<file path="src/hdl/field_lock_pkg.sv">
// Constants, types and register map of the field strength and angle lock block
// What this block does
// The weak-field pin is high while the gain value is below 3FH and low once it sits at 3FH.
// The 6-bit gain value sits in bits D12 down to D7 of the angle read frame.
// The gain loop holds the signal amplitude constant, rising as the field weakens and falling as it strengthens.
// A 3-bit sensitivity of eight steps is the gain field of the configuration and steers the gain path.
// The lock flag is set once the tracking converter has reached the magnet angle.
// From any start the converter locks within at most 128 position steps of about 1.15 us plus one more step to set lock.
// Once locked the converter follows a moving magnet with one 1.15 us step per angle update.
// Low power freezes the converter position and tracking resumes from that position, not from zero.
// After resuming, one step per position of difference is taken before lock is set again.
// The PWM angle output runs at about 1.95 kHz with one angle reading per period.
// The host must leave more than 500 ns between sclk rises, as sdo moves 5 clocks after a rise, and one angle read returns a 21-bit frame.
// The lock flag reads high while the angle is valid and low while the converter is unlocked.
// The host enters low power with the configuration write command 17H.
// Gain and lock in a frame are sampled at the frame start so the frame is self-consistent.
`default_nettype none
package field_lock_pkg;
  // Timing
  localparam int CLK_FREQ_HZ = 10_000_000;
  localparam int CLK_PERIOD_NS = 100;
  localparam int TRACK_STEP_NS = 1150;
  localparam int TRACK_STEP_CYC = (TRACK_STEP_NS + CLK_PERIOD_NS - 1) / CLK_PERIOD_NS;
  localparam int PWM_FREQ_CHZ = 195000;
  localparam int PWM_PERIOD_CYC = CLK_FREQ_HZ / PWM_FREQ_CHZ * 100 + (CLK_FREQ_HZ % PWM_FREQ_CHZ) * 100 / PWM_FREQ_CHZ;
  localparam int PWM_STEP_NS = 2000;
  localparam int PWM_STEP_CYC = PWM_STEP_NS / CLK_PERIOD_NS;
  // Gain loop
  localparam logic [5:0] AGC_MAX = 6'h3F;
  localparam logic [5:0] AGC_MIN = 6'h00;
  localparam logic [5:0] AGC_RESET = 6'h20;
  localparam logic [14:0] AMP_TARGET = 15'h0800;
  localparam logic [2:0] SENS_RESET = 3'h0;
  // Serial link
  localparam int CMD_W = 5;
  localparam logic [4:0] CMD_READ_ANGLE = 5'h00;
  localparam logic [4:0] CMD_WRITE_CONFIG = 5'h17;
  localparam int FRAME_W = 21;
  // Register byte offsets
  localparam logic [7:0] OFS_CTRL = 8'h00;
  localparam logic [7:0] OFS_STATUS = 8'h04;
  localparam logic [7:0] OFS_IRQ_STAT = 8'h08;
  localparam logic [7:0] OFS_IRQ_MASK = 8'h0C;
  // Interrupt bits
  localparam int IRQ_W = 4;
  localparam int IRQ_LOCK_GAIN = 0;
  localparam int IRQ_LOCK_LOSS = 1;
  localparam int IRQ_WEAK = 2;
  localparam int IRQ_FRAME = 3;

  typedef struct packed {
    logic [2:0] sens;
    logic low_power;
  } ctrl_t;

  typedef struct packed {
    logic sclk;
    logic cs_n;
    logic sdi;
  } link_pins_t;

  localparam link_pins_t LINK_IDLE = 3'h2;

  typedef enum logic [2:0] {SER_IDLE, SER_CMD, SER_SEND, SER_CFG, SER_DONE} ser_state_t;
endpackage
`default_nettype wire

</file>
<file path="src/hdl/field_strength_and_angle_lock.sv">
// Gain loop, tracking angle converter, lock flag, serial frame, PWM and register slave
`default_nettype none
module field_strength_and_angle_lock #(
  parameter int PWM_PERIOD_CYC = field_lock_pkg::PWM_PERIOD_CYC
) (
  // Clock and reset
  input wire logic clk_i,
  input wire logic rst_i,
  // Wishbone slave
  input wire logic wb_cyc_i,
  input wire logic wb_stb_i,
  input wire logic wb_we_i,
  input wire logic [7:0] wb_adr_i,
  input wire logic [3:0] wb_sel_i,
  input wire logic [31:0] wb_dat_i,
  output logic [31:0] wb_dat_o,
  output logic wb_ack_o,
  // Sensor front end
  input wire logic [7:0] angle_meas_i,
  input wire logic [7:0] field_i,
  // Serial link pins
  input wire logic sclk_i,
  input wire logic cs_n_i,
  input wire logic sdi_i,
  output logic sdo_o,
  output logic sdo_oe_o,
  // Indicators
  output logic weak_field_indicator_pin_o,
  output logic pwm_o,
  output logic irq_o
);
  field_lock_pkg::ctrl_t ctrl_reg;
  logic [5:0] agc_reg;
  logic [7:0] pos_reg;
  logic lock_reg;
  logic lock_d_reg;
  logic lp_serial_reg;
  logic [3:0] step_cnt_reg;
  localparam int IRQ_W_L = field_lock_pkg::IRQ_W;
  logic [IRQ_W_L-1:0] irq_stat_reg;
  logic [IRQ_W_L-1:0] irq_mask_reg;

  // Three-stage sampling of the link pins
  field_lock_pkg::link_pins_t s1_reg, s2_reg, s3_reg, filt_reg, filt_d_reg;
  always_ff @(posedge clk_i) begin
    if (rst_i) begin
      s1_reg <= field_lock_pkg::LINK_IDLE;
      s2_reg <= field_lock_pkg::LINK_IDLE;
      s3_reg <= field_lock_pkg::LINK_IDLE;
      filt_reg <= field_lock_pkg::LINK_IDLE;
      filt_d_reg <= field_lock_pkg::LINK_IDLE;
    end else begin
      s1_reg <= {sclk_i, cs_n_i, sdi_i};
      s2_reg <= s1_reg;
      s3_reg <= s2_reg;
      filt_reg <= (~(s2_reg ^ s3_reg) & s3_reg) | ((s2_reg ^ s3_reg) & filt_reg);
      filt_d_reg <= filt_reg;
    end
  end

  wire sclk_rise = filt_reg.sclk & ~filt_d_reg.sclk;
  wire cs_active = ~filt_reg.cs_n;

  // Tracking step divider
  wire step_tick = (step_cnt_reg == 4'(field_lock_pkg::TRACK_STEP_CYC - 1));
  always_ff @(posedge clk_i) begin
    if (rst_i || step_tick) begin
      step_cnt_reg <= 4'h0;
    end else begin
      step_cnt_reg <= step_cnt_reg + 4'h1;
    end
  end

  wire low_power = ctrl_reg.low_power | lp_serial_reg;
  wire run_step = step_tick & ~low_power;

  // Gain loop: total gain is the loop value plus the sensitivity offset
  wire [6:0] gain_total = {1'b0, agc_reg} + {1'b0, ctrl_reg.sens, 3'h0};
  // Both factors widened first so the product never wraps
  wire [14:0] amp = {7'h00, field_i} * {8'h00, gain_total};
  wire agc_up = (amp < field_lock_pkg::AMP_TARGET) && (agc_reg != field_lock_pkg::AGC_MAX);
  wire agc_dn = (amp > field_lock_pkg::AMP_TARGET) && (agc_reg != field_lock_pkg::AGC_MIN);
  always_ff @(posedge clk_i) begin
    if (rst_i) begin
      agc_reg <= field_lock_pkg::AGC_RESET;
    end else if (run_step && agc_up) begin
      agc_reg <= agc_reg + 6'h01;
    end else if (run_step && agc_dn) begin
      agc_reg <= agc_reg - 6'h01;
    end
  end

  // Tracking converter: one position per step along the shorter way round
  wire [7:0] diff = angle_meas_i - pos_reg;
  wire on_target = (diff == 8'h00);
  wire near_target = (diff == 8'h01) || (diff == 8'hFF);
  always_ff @(posedge clk_i) begin
    if (rst_i) begin
      pos_reg <= 8'h00;
      lock_reg <= 1'b0;
    end else if (low_power) begin
      lock_reg <= 1'b0;
    end else if (step_tick) begin
      if (on_target) begin
        lock_reg <= 1'b1;
      end else begin
        pos_reg <= diff[7] ? pos_reg - 8'h01 : pos_reg + 8'h01;
        lock_reg <= lock_reg & near_target;
      end
    end
  end

  // Serial link: 5 command bits, then a 21-bit frame or one config bit
  field_lock_pkg::ser_state_t ser_state_reg;
  logic [4:0] cmd_reg;
  logic [4:0] bit_cnt_reg;
  logic [field_lock_pkg::FRAME_W-1:0] shift_reg;
  logic frame_done;
  wire [4:0] cmd_full = {cmd_reg[3:0], filt_reg.sdi};
  wire [field_lock_pkg::FRAME_W-1:0] frame_now = {lock_reg, 5'h00, pos_reg[7], 1'b0, agc_reg, pos_reg[6:0]};
  always_ff @(posedge clk_i) begin
    if (rst_i) begin
      ser_state_reg <= field_lock_pkg::SER_IDLE;
      cmd_reg <= 5'h00;
      bit_cnt_reg <= 5'h00;
      shift_reg <= '0;
      sdo_o <= 1'b0;
      sdo_oe_o <= 1'b0;
      lp_serial_reg <= 1'b0;
      frame_done <= 1'b0;
    end else begin
      frame_done <= 1'b0;
      if (!cs_active) begin
        ser_state_reg <= field_lock_pkg::SER_IDLE;
        sdo_oe_o <= 1'b0;
      end else begin
        unique case (ser_state_reg)
          field_lock_pkg::SER_IDLE: begin
            ser_state_reg <= field_lock_pkg::SER_CMD;
            bit_cnt_reg <= 5'h00;
          end
          field_lock_pkg::SER_CMD: if (sclk_rise) begin
            cmd_reg <= cmd_full;
            bit_cnt_reg <= bit_cnt_reg + 5'h01;
            if (bit_cnt_reg == 5'(field_lock_pkg::CMD_W - 1)) begin
              bit_cnt_reg <= 5'h00;
              if (cmd_full == field_lock_pkg::CMD_READ_ANGLE) begin
                shift_reg <= {frame_now[field_lock_pkg::FRAME_W-2:0], 1'b0};
                sdo_o <= frame_now[field_lock_pkg::FRAME_W-1];
                sdo_oe_o <= 1'b1;
                ser_state_reg <= field_lock_pkg::SER_SEND;
              end else if (cmd_full == field_lock_pkg::CMD_WRITE_CONFIG) begin
                ser_state_reg <= field_lock_pkg::SER_CFG;
              end else begin
                ser_state_reg <= field_lock_pkg::SER_DONE;
              end
            end
          end
          field_lock_pkg::SER_SEND: if (sclk_rise) begin
            if (bit_cnt_reg == 5'(field_lock_pkg::FRAME_W - 1)) begin
              frame_done <= 1'b1;
              sdo_oe_o <= 1'b0;
              ser_state_reg <= field_lock_pkg::SER_DONE;
            end else begin
              sdo_o <= shift_reg[field_lock_pkg::FRAME_W-1];
              shift_reg <= {shift_reg[field_lock_pkg::FRAME_W-2:0], 1'b0};
              bit_cnt_reg <= bit_cnt_reg + 5'h01;
            end
          end
          field_lock_pkg::SER_CFG: if (sclk_rise) begin
            lp_serial_reg <= filt_reg.sdi;
            ser_state_reg <= field_lock_pkg::SER_DONE;
          end
          field_lock_pkg::SER_DONE: begin
            ser_state_reg <= field_lock_pkg::SER_DONE;
          end
        endcase
      end
    end
  end

  // Weak-field pin follows the gain value
  always_ff @(posedge clk_i) begin
    if (rst_i) begin
      weak_field_indicator_pin_o <= 1'b1;
    end else begin
      weak_field_indicator_pin_o <= (agc_reg != field_lock_pkg::AGC_MAX);
    end
  end

  // PWM: angle latched once per period, high for (angle + 1) steps
  logic [12:0] pwm_cnt_reg;
  logic [12:0] pwm_hi_reg;
  wire pwm_wrap = (pwm_cnt_reg == 13'(PWM_PERIOD_CYC - 1));
  wire [12:0] pwm_hi_now = 13'(({5'h00, pos_reg} + 13'h0001) * 13'(field_lock_pkg::PWM_STEP_CYC));
  always_ff @(posedge clk_i) begin
    if (rst_i) begin
      pwm_cnt_reg <= 13'h0000;
      pwm_hi_reg <= 13'h0000;
      pwm_o <= 1'b0;
    end else begin
      pwm_cnt_reg <= pwm_wrap ? 13'h0000 : pwm_cnt_reg + 13'h0001;
      if (pwm_wrap) begin
        pwm_hi_reg <= pwm_hi_now;
      end
      pwm_o <= (pwm_cnt_reg < pwm_hi_reg);
    end
  end

  // Events for the interrupt status
  wire weak_now = (agc_reg == field_lock_pkg::AGC_MAX);
  logic weak_d_reg;
  always_ff @(posedge clk_i) begin
    if (rst_i) begin
      lock_d_reg <= 1'b0;
      weak_d_reg <= 1'b0;
    end else begin
      lock_d_reg <= lock_reg;
      weak_d_reg <= weak_now;
    end
  end
  logic [IRQ_W_L-1:0] irq_ev;
  always_comb begin
    irq_ev = '0;
    irq_ev[field_lock_pkg::IRQ_LOCK_GAIN] = lock_reg & ~lock_d_reg;
    irq_ev[field_lock_pkg::IRQ_LOCK_LOSS] = ~lock_reg & lock_d_reg;
    irq_ev[field_lock_pkg::IRQ_WEAK] = weak_now & ~weak_d_reg;
    irq_ev[field_lock_pkg::IRQ_FRAME] = frame_done;
  end

  // Wishbone slave: one wait state, unmapped reads give zero
  wire wb_hit = wb_cyc_i & wb_stb_i & ~wb_ack_o;
  wire wb_wr = wb_hit & wb_we_i & wb_sel_i[0];
  wire sel_ctrl = (wb_adr_i == field_lock_pkg::OFS_CTRL);
  wire sel_status = (wb_adr_i == field_lock_pkg::OFS_STATUS);
  wire sel_istat = (wb_adr_i == field_lock_pkg::OFS_IRQ_STAT);
  wire sel_imask = (wb_adr_i == field_lock_pkg::OFS_IRQ_MASK);
  wire [31:0] status_word = {8'h00, pos_reg, 2'h0, agc_reg, 6'h00, low_power, lock_reg};
  wire [31:0] rd_data = sel_ctrl ? {28'h0000000, ctrl_reg} :
                        sel_status ? status_word :
                        sel_istat ? {28'h0000000, irq_stat_reg} :
                        sel_imask ? {28'h0000000, irq_mask_reg} : 32'h00000000;
  wire [IRQ_W_L-1:0] irq_clr = (wb_wr && sel_istat) ? wb_dat_i[IRQ_W_L-1:0] : '0;

  always_ff @(posedge clk_i) begin
    if (rst_i) begin
      wb_ack_o <= 1'b0;
      wb_dat_o <= 32'h00000000;
      ctrl_reg <= {field_lock_pkg::SENS_RESET, 1'b0};
      irq_mask_reg <= '0;
      irq_stat_reg <= '0;
      irq_o <= 1'b0;
    end else begin
      wb_ack_o <= wb_hit;
      if (wb_hit) begin
        wb_dat_o <= rd_data;
      end
      if (wb_wr && sel_ctrl) begin
        ctrl_reg <= wb_dat_i[3:0];
      end
      if (wb_wr && sel_imask) begin
        irq_mask_reg <= wb_dat_i[IRQ_W_L-1:0];
      end
      // Set wins over a write-one clear in the same cycle
      irq_stat_reg <= (irq_stat_reg & ~irq_clr) | irq_ev;
      irq_o <= |(irq_stat_reg & irq_mask_reg);
    end
  end
endmodule
`default_nettype wire

</file>
<file path="config.mk">
export PLATFORM = sky130hd
export DESIGN_NAME = field_strength_and_angle_lock
export DESIGN_NICKNAME = d
export VERILOG_FILES = /design/src/hdl/field_lock_pkg.sv /design/src/hdl/field_strength_and_angle_lock.sv
export SDC_FILE = /design/constraint.sdc
export NUM_CORES = 1
export LEC_CHECK = 0
export BUFFER_PORTS_ARGS = -buffer_cell sky130_fd_sc_hd__buf_2
export CAP_MARGIN = 20
export CORE_MARGIN = 2
export CORE_UTILIZATION = 42
export CTS_CLUSTER_SIZE = 12
export DETAILED_ROUTE_END_ITERATION = 12
export MAX_ROUTING_LAYER = met4
export PLACE_DENSITY = 0.64
export SYNTH_ARGS = -nofsm -noshare
export SYNTH_HDL_FRONTEND = slang
export SYNTH_SLANG_ARGS = --single-unit
</file>
<file path="constraint.sdc">
create_clock -name clk_i -period 9.51 [get_ports clk_i]
set_input_delay 1.902 -clock clk_i [delete_from_list [all_inputs] [get_ports clk_i]]
set_output_delay 1.902 -clock clk_i [all_outputs]
set_load 0.05 [all_outputs]
</file>
==> out/metrics.csv, run 1 <==
stage;metric;value;unit
outcome;status;finished clean;
final_layout;area_growth;12.5;%
setup_path;r2r_start;agc_reg[4];
setup_path;cpPeakStageDelay;0.59;ns
clocking;cts_sinks;128;
flow_run;drv_cap;0;
place;gp_congestion;0.797;
yosys;synth_cell_types;66;
power;leakagePower;4.23;nW
floorplanning;chipHeight;148;um
setup_path;path_class;in2reg;
floorplanning;die-area;0.0218;sq mm
drt;wl_per_cell;13.5;um
final_layout;final_layout_size_suffix_gt1_frac;0.105;
clocking;tritoncts;built;
clocking;h-tree-depth;4;
sta;rsz0062_at_grt;false;
yosys;synth_top_area_frac;0.296;
final_layout;final.fill_count;1983;
clocking;post_cts_buffers;0;
clocking;cts-root-buf;clkbuf_16;
clocking;clockBufferDepth;2;
drt;wirelength;17.9;mm
drt;ant_nets;0;
global_route;grt_pass1_wl;31.0;mm
yosys;yosysTopAreaCell;dfxtp_1;
drt;drt_first_pass_iters;4;
place;port_buffers;60;
sta;fin_ws;1.21;ns
yosys;synth_area_leaders;dfxtp_1, ha_1, fa_1;
setup_path;cp-start-kind;primary input;
floorplanning;rows;52;
yosys;ys_ff_latch;128;
global_route;grt_use_total;0.178;
power;p_per_area;136;mW/mm^2
setup_path;slowest_stage;a2111oi_4;
drt;vias_per_cell;5.14;
drt;drc;0;
sta;final-setup-viol-count;0;
final_layout;diodes;0;
drt;vias;6798;
hold_path;hold_start;s1_reg[1];
yosys;synth_common_cells;dfxtp_1, nor2_1, nand2_1;
power;comb_power_share;0.066;
floorplanning;core;0.0202;sq mm
global_route;grt_max_degree;70;
sta;hold_viol;0;
setup_path;critPathArrivalTime;8.64;ns
global_route;overflow;0;
floorplanning;start_util;0.427;
floorplanning;io_pins;106;
sta;worst_pin_slew;1.04;ns
floorplanning;die_w;148;um
sta;fin_crit;8.30;ns
yosys;netlist_area;0.00865;sq mm
hold_path;min_path_type;reg2reg;
global_route;grt_pass1_vias;6581;
yosys;synth_ff_type;dfxtp_1;
clocking;ctsHoldBuffers;0;
final_layout;final_nets;1224;
power;seqPwrFrac;0.410;
yosys;netlist_instances;998;
setup_path;cp-startpoint;field_i[1];
power;p_sw;0.308;mW
global_route;grt_antenna_before_repair;1;
setup_path;critPathCaptureType;flop;
sta;skew;0.00451;ns
clocking;clk_pin_slew;0.06;ns
place;pre_cts_slack;0.891;ns
place;dp_hpwl;13.1;mm
final_layout;largest_register_ffs;20;
setup_path;crit_fanout;12;
drt;drt_iter0_drc;359;
setup_path;crit_path_frequent_cell;inv_1;
yosys;yosysWarnings;0;
power;ir_worst_vdd;0.131;mV
sta;finalSetupTns;0;ns
sta;max_freq;121;MHz
power;clockPowerShare;0.524;
sta;relSlewSlack;0.300;
clocking;cts.repair.resized;0;
yosys;synth_edf_count;0;
clocking;clkLatencyLatePin;0.42;ns
power;intPower;1.02;mW
yosys;yosysSeqAreaShare;0.296;
yosys;postSynth.asyncResetShare;0;
sta;report.final.slew_viol_count;0;
setup_path;required;9.86;ns
yosys;synth_most_common_cell;dfxtp_1;
sta;fin_crit_sh;0.872;
yosys;syn-mean-instance-area;8.67;sq um
clocking;cts_buffers;17;
power;p_sw_frac;0.232;
power groups by stage:
stage | Sequential (mW) | Combinational (mW) | Clock, mW
2_1_floorplan | 0.555 | 0.0690 | 0
3_3_place_gp | 0.555 | 0.0872 | 0
3_5_place_dp | 0.555 | 0.0874 | 0
4_1_cts | 0.543 | 0.0882 | 0.707
5_1_grt | 0.543 | 0.0989 | 0.731
6_report | 0.543 | 0.0880 | 0.694
critical path, delay by kind of cell:
| kind | cells | cell delay [ns] |
|---|---|---|
| compound gates | 8 | 1.99 |
| fa+ha+maj | 6 | 2.85 |
| buf+inv | 6 | 0.60 |
| mux | 2 | 0.45 |
| simple gates | 3 | 0.85 |
stage by stage:
step | hold slack [ns] | std cells | utilization | power, mW | instance area (sq um)
floorplan | 0.389 | 1011 | - | 0.624 | 8700
global placement | 0.394 | 1291 | 0.450 | 0.642 | 9100
detailed placement | 0.395 | 1291 | 0.450 | 0.642 | 9100
CTS | 0.409 | 1323 | 0.481 | 1.34 | 9730
global route | 0.437 | 1323 | 0.481 | 1.37 | 9730
finish | 0.407 | 1323 | 0.481 | 1.33 | 9730
routing by layer:
layer	global-route usage	wire (um)
met5	-	0
met4	0.0433	129
met3	0.0321	730
met2	0.280	8210
met1	0.239	8820
path summary, 6_finish.rpt:
path | to | slack (ns) | depth (start not counted)
setup / recovery | agc_reg[5] | 1.21 | 25
hold / removal | s2_reg[1] | 0.41 | 1
setup reg to reg | agc_reg[5] | 1.37 | 27
hold reg to reg | s2_reg[1] | 0.41 | 1
kinds of logic (layout without fill, tap and decap cells):
group,after synthesis,count (layout),synth area share
xor gates and xnor gates,49,49,0.0496
DFF,128,128,0.296
other,1,14,0.000434
buffers and inverters,131,173,0.0657
and+or+nand+nor,344,344,0.195
muxes,38,38,0.0469
AOI/OAI and AO/OA,191,191,0.149
adders and majority gates,116,116,0.197
cell type report:
type | instances | area (sq um) | share of cell area
clock buffer | 20 | 447 | 0.0459
clock inverter | 12 | 184 | 0.0189
inverter | 77 | 289 | 0.0297
multi-input combinational | 752 | 5580 | 0.573
sequential | 128 | 2560 | 0.263
tap | 270 | 338 | 0.0347
timing repair buffer | 64 | 333 | 0.0342
placed cells by master, fill, tap and decap left out, types with 5 or more instances in the layout:
cell type / Yosys / routed
mux2i_1: 36 / 36
and2_1: 29 / 29
inv_1: 77 / 77
nor4_1: 8 / 8
clkbuf_16: 0 / 17
nor2_1: 96 / 95
a211oi_1: 18 / 18
dfxtp_1: 128 / 128
a22o_1: 14 / 14
or2_2: 8 / 8
a21o_1: 15 / 15
or3_1: 6 / 6
nand2_1: 84 / 84
buf_2: 1 / 59
fa_1: 34 / 34
and3_1: 10 / 10
ha_1: 82 / 82
o21ai_0: 21 / 21
xnor2_1: 26 / 26
nand2b_1: 9 / 9
o2111ai_1: 5 / 5
a21oi_1: 65 / 65
nand3_1: 24 / 24
nor2b_1: 23 / 23
o21a_1: 10 / 10
o21bai_1: 7 / 7
buf_4: 14 / 5
xor2_1: 23 / 23
nor3_1: 21 / 20
a22oi_1: 7 / 7
nand4_1: 6 / 6
conb_1: 1 / 14
Power figures use the tool's default switching activity.
==> run 2: changes to the inputs <==
- CORE_ASPECT_RATIO: default -> 1.4
==> run 2 against run 1 <==
  * Clock power down 7.6%
  * Sequential power about the same
  * Core utilization is 0.68 points lower
  * Clock-buffer cell count is 3 lower
  * Design area decreased by 0.59%
  * Highest routed layer unchanged
==> out/metrics.csv, run 2 (synthesis gave the netlist of run 1 again) <==
stage;metric;value;unit;change
floorplanning;start_util;0.424;;was 0.427
global_route;grt_use_total;0.187;;was 0.178
setup_path;rr_worst_depth;28;;was 27
drt;drc;0;;unchanged
final_layout;final_layout_size_suffix_gt1_frac;0.108;;was 0.105
setup_path;r2r-end;agc_reg[5];;unchanged
setup_path;path_delay_family;adder cells;;unchanged
setup_path;crit_fanout;12;;unchanged
clocking;cts-root-buf;clkbuf_16;;unchanged
sta;worst_pin_slew;1.05;ns;was 1.04 ns
floorplanning;rows;62;;was 52
drt;wl_per_cell;14.3;um;was 13.5 um
power;p_per_area;132;mW/mm^2;was 136 mW/mm^2
setup_path;r2r_start;agc_reg[4];;unchanged
setup_path;cp-start-kind;primary input;;unchanged
setup_path;path_class;in2reg;;unchanged
sta;hold_viol;0;;unchanged
sta;fin_crit;7.95;ns;was 8.30 ns
drt;drt_first_pass_iters;4;;unchanged
final_layout;area_growth;11.8;%;was 12.5%
clocking;post_cts_buffers;0;;unchanged
sta;skew;0.00930;ns;was 0.00451 ns
outcome;status;finished clean;;unchanged
sta;rsz0062_at_grt;false;;unchanged
power;p_sw_frac;0.263;;was 0.232
setup_path;crit_path_frequent_cell;inv_1;;unchanged
final_layout;largest_register_ffs;20;;unchanged
hold_path;whs_endpoint;s2_reg[1];;unchanged
clocking;h-tree-depth;4;;unchanged
global_route;grt_antenna_before_repair;0;;was 1
clocking;clockBufferDepth;2;;unchanged
clocking;tritoncts;built;;unchanged
drt;drt_iter0_drc;265;;was 359
setup_path;slowest_stage;fa_1;;was a2111oi_4
power;intPower;0.937;mW;was 1.02 mW
global_route;grt_max_degree;80;;was 70
clocking;cts_buffers;17;;unchanged
place;place_area;0.00909;sq mm;was 0.00910 sq mm
floorplanning;core;0.0204;sq mm;was 0.0202 sq mm
sta;finalSetupTns;0;ns;unchanged
power;ir_worst_vdd;0.106;mV;was 0.131 mV
drt;vias;6895;;was 6798
hold_path;min_path_type;reg2reg;;unchanged
floorplanning;die-area;0.0218;sq mm;about the same
setup_path;critPathCaptureType;flop;;unchanged
clocking;cts.repair.resized;0;;unchanged
global_route;overflow;0;;unchanged
sta;fin_crit_sh;0.836;;was 0.872
setup_path;path_buf_inv;7;;was 6
power;p_sw;0.334;mW;was 0.308 mW
power;comb_power_share;0.070;;was 0.066
drt;wirelength;18.7;mm;was 17.9 mm
floorplanning;io_pins;106;;unchanged
setup_path;cpPeakStageDelay;0.56;ns;was 0.59 ns
clocking;ctsHoldBuffers;0;;unchanged
final_layout;mostFrequentLayoutCell;dfxtp_1;;unchanged
clocking;clk_pin_slew;0.06;ns;about the same
place;dp_hpwl;14.0;mm;was 13.1 mm
final_layout;final_cell_mix;dfxtp_1, nor2_1, nand2_1;;unchanged
power;leakagePower;4.21;nW;was 4.23 nW
global_route;grt_pass1_wl;32.6;mm;was 31.0 mm
final_layout;design_area;0.00967;sq mm;was 0.00973 sq mm
flow_run;drv_cap;0;;unchanged
floorplanning;chipHeight;174;um;was 148 um
sta;report.final.slew_viol_count;0;;unchanged
global_route;grt_pass1_vias;6800;;was 6581
power;clockPowerShare;0.504;;was 0.524
sta;max_freq;126;MHz;was 121 MHz
setup_path;required;9.87;ns;was 9.86 ns
place;gp_congestion;0.870;;was 0.797
drt;ant_nets;0;;unchanged
setup_path;critPathArrivalTime;8.31;ns;was 8.64 ns
sta;relSlewSlack;0.294;;was 0.300
final_layout;final_nets;1225;;was 1224
hold_path;hold_start;s1_reg[1];;unchanged
floorplanning;die_w;125;um;was 148 um
power;seqPwrFrac;0.427;;was 0.410
clocking;clkLatencyLatePin;0.43;ns;was 0.42 ns
final_layout;diodes;0;;unchanged
drt;vias_per_cell;5.26;;was 5.14
setup_path;rrSetupSlack;1.60;ns;was 1.37 ns
sta;final-setup-viol-count;0;;unchanged
hold_path;min_path_cells;1;;unchanged
clocking;cts_sinks;128;;unchanged
place;port_buffers;60;;unchanged
[run 2: worst max-delay path by stage]
stage | start | endpoint | cells after the start | slack (ns)
2_1_floorplan | field_i[1] | agc_reg[5] | 25 | 1.68
3_3_place_gp | field_i[1] | agc_reg[5] | 26 | 1.17
3_5_place_dp | field_i[1] | agc_reg[5] | 26 | 1.12
4_1_cts | field_i[1] | agc_reg[5] | 26 | 1.55
5_1_grt | agc_reg[4] | agc_reg[5] | 28 | 1.04
6_report | field_i[1] | agc_reg[5] | 26 | 1.56
[run 2: final cells by class]
| type | count | area (sq um) |
|---|---|---|
| sequential | 128 | 2560 |
| inverter | 77 | 289 |
| multi-input combinational | 752 | 5580 |
| fill | 1988 | 10700 |
| clock buffer | 17 | 425 |
| timing repair buffer | 65 | 348 |
| clock inverter | 15 | 150 |
| tap | 256 | 320 |
[run 2: per-stage QoR]
stage / worst slack (ns) / hold WS (ns) / power (mW) / utilization / cells
detailed placement: 1.12 / 0.398 / 0.643 / 0.446 / 1278
floorplan: 1.68 / 0.389 / 0.624 / - / 1011
global route: 1.04 / 0.446 / 1.32 / 0.474 / 1310
CTS: 1.55 / 0.413 / 1.29 / 0.474 / 1310
global placement: 1.17 / 0.395 / 0.642 / 0.445 / 1277
finish: 1.56 / 0.409 / 1.27 / 0.474 / 1310
[run 2: layer usage]
metal,share of wire,GRT usage,wire length [um]
met1,0.44,0.219,8160
met2,0.51,0.325,9610
met3,0.029,0.0318,542
met4,0.019,0.0602,354
met5,0,-,0
[run 2: power by group through the flow]
stage	clock network, mW	logic [mW]	registers [mW]
3_5_place_dp	0	0.0887	0.555
3_3_place_gp	0	0.0879	0.555
5_1_grt	0.675	0.0999	0.543
6_report	0.641	0.0885	0.543
4_1_cts	0.655	0.0891	0.543
2_1_floorplan	0	0.0690	0.555
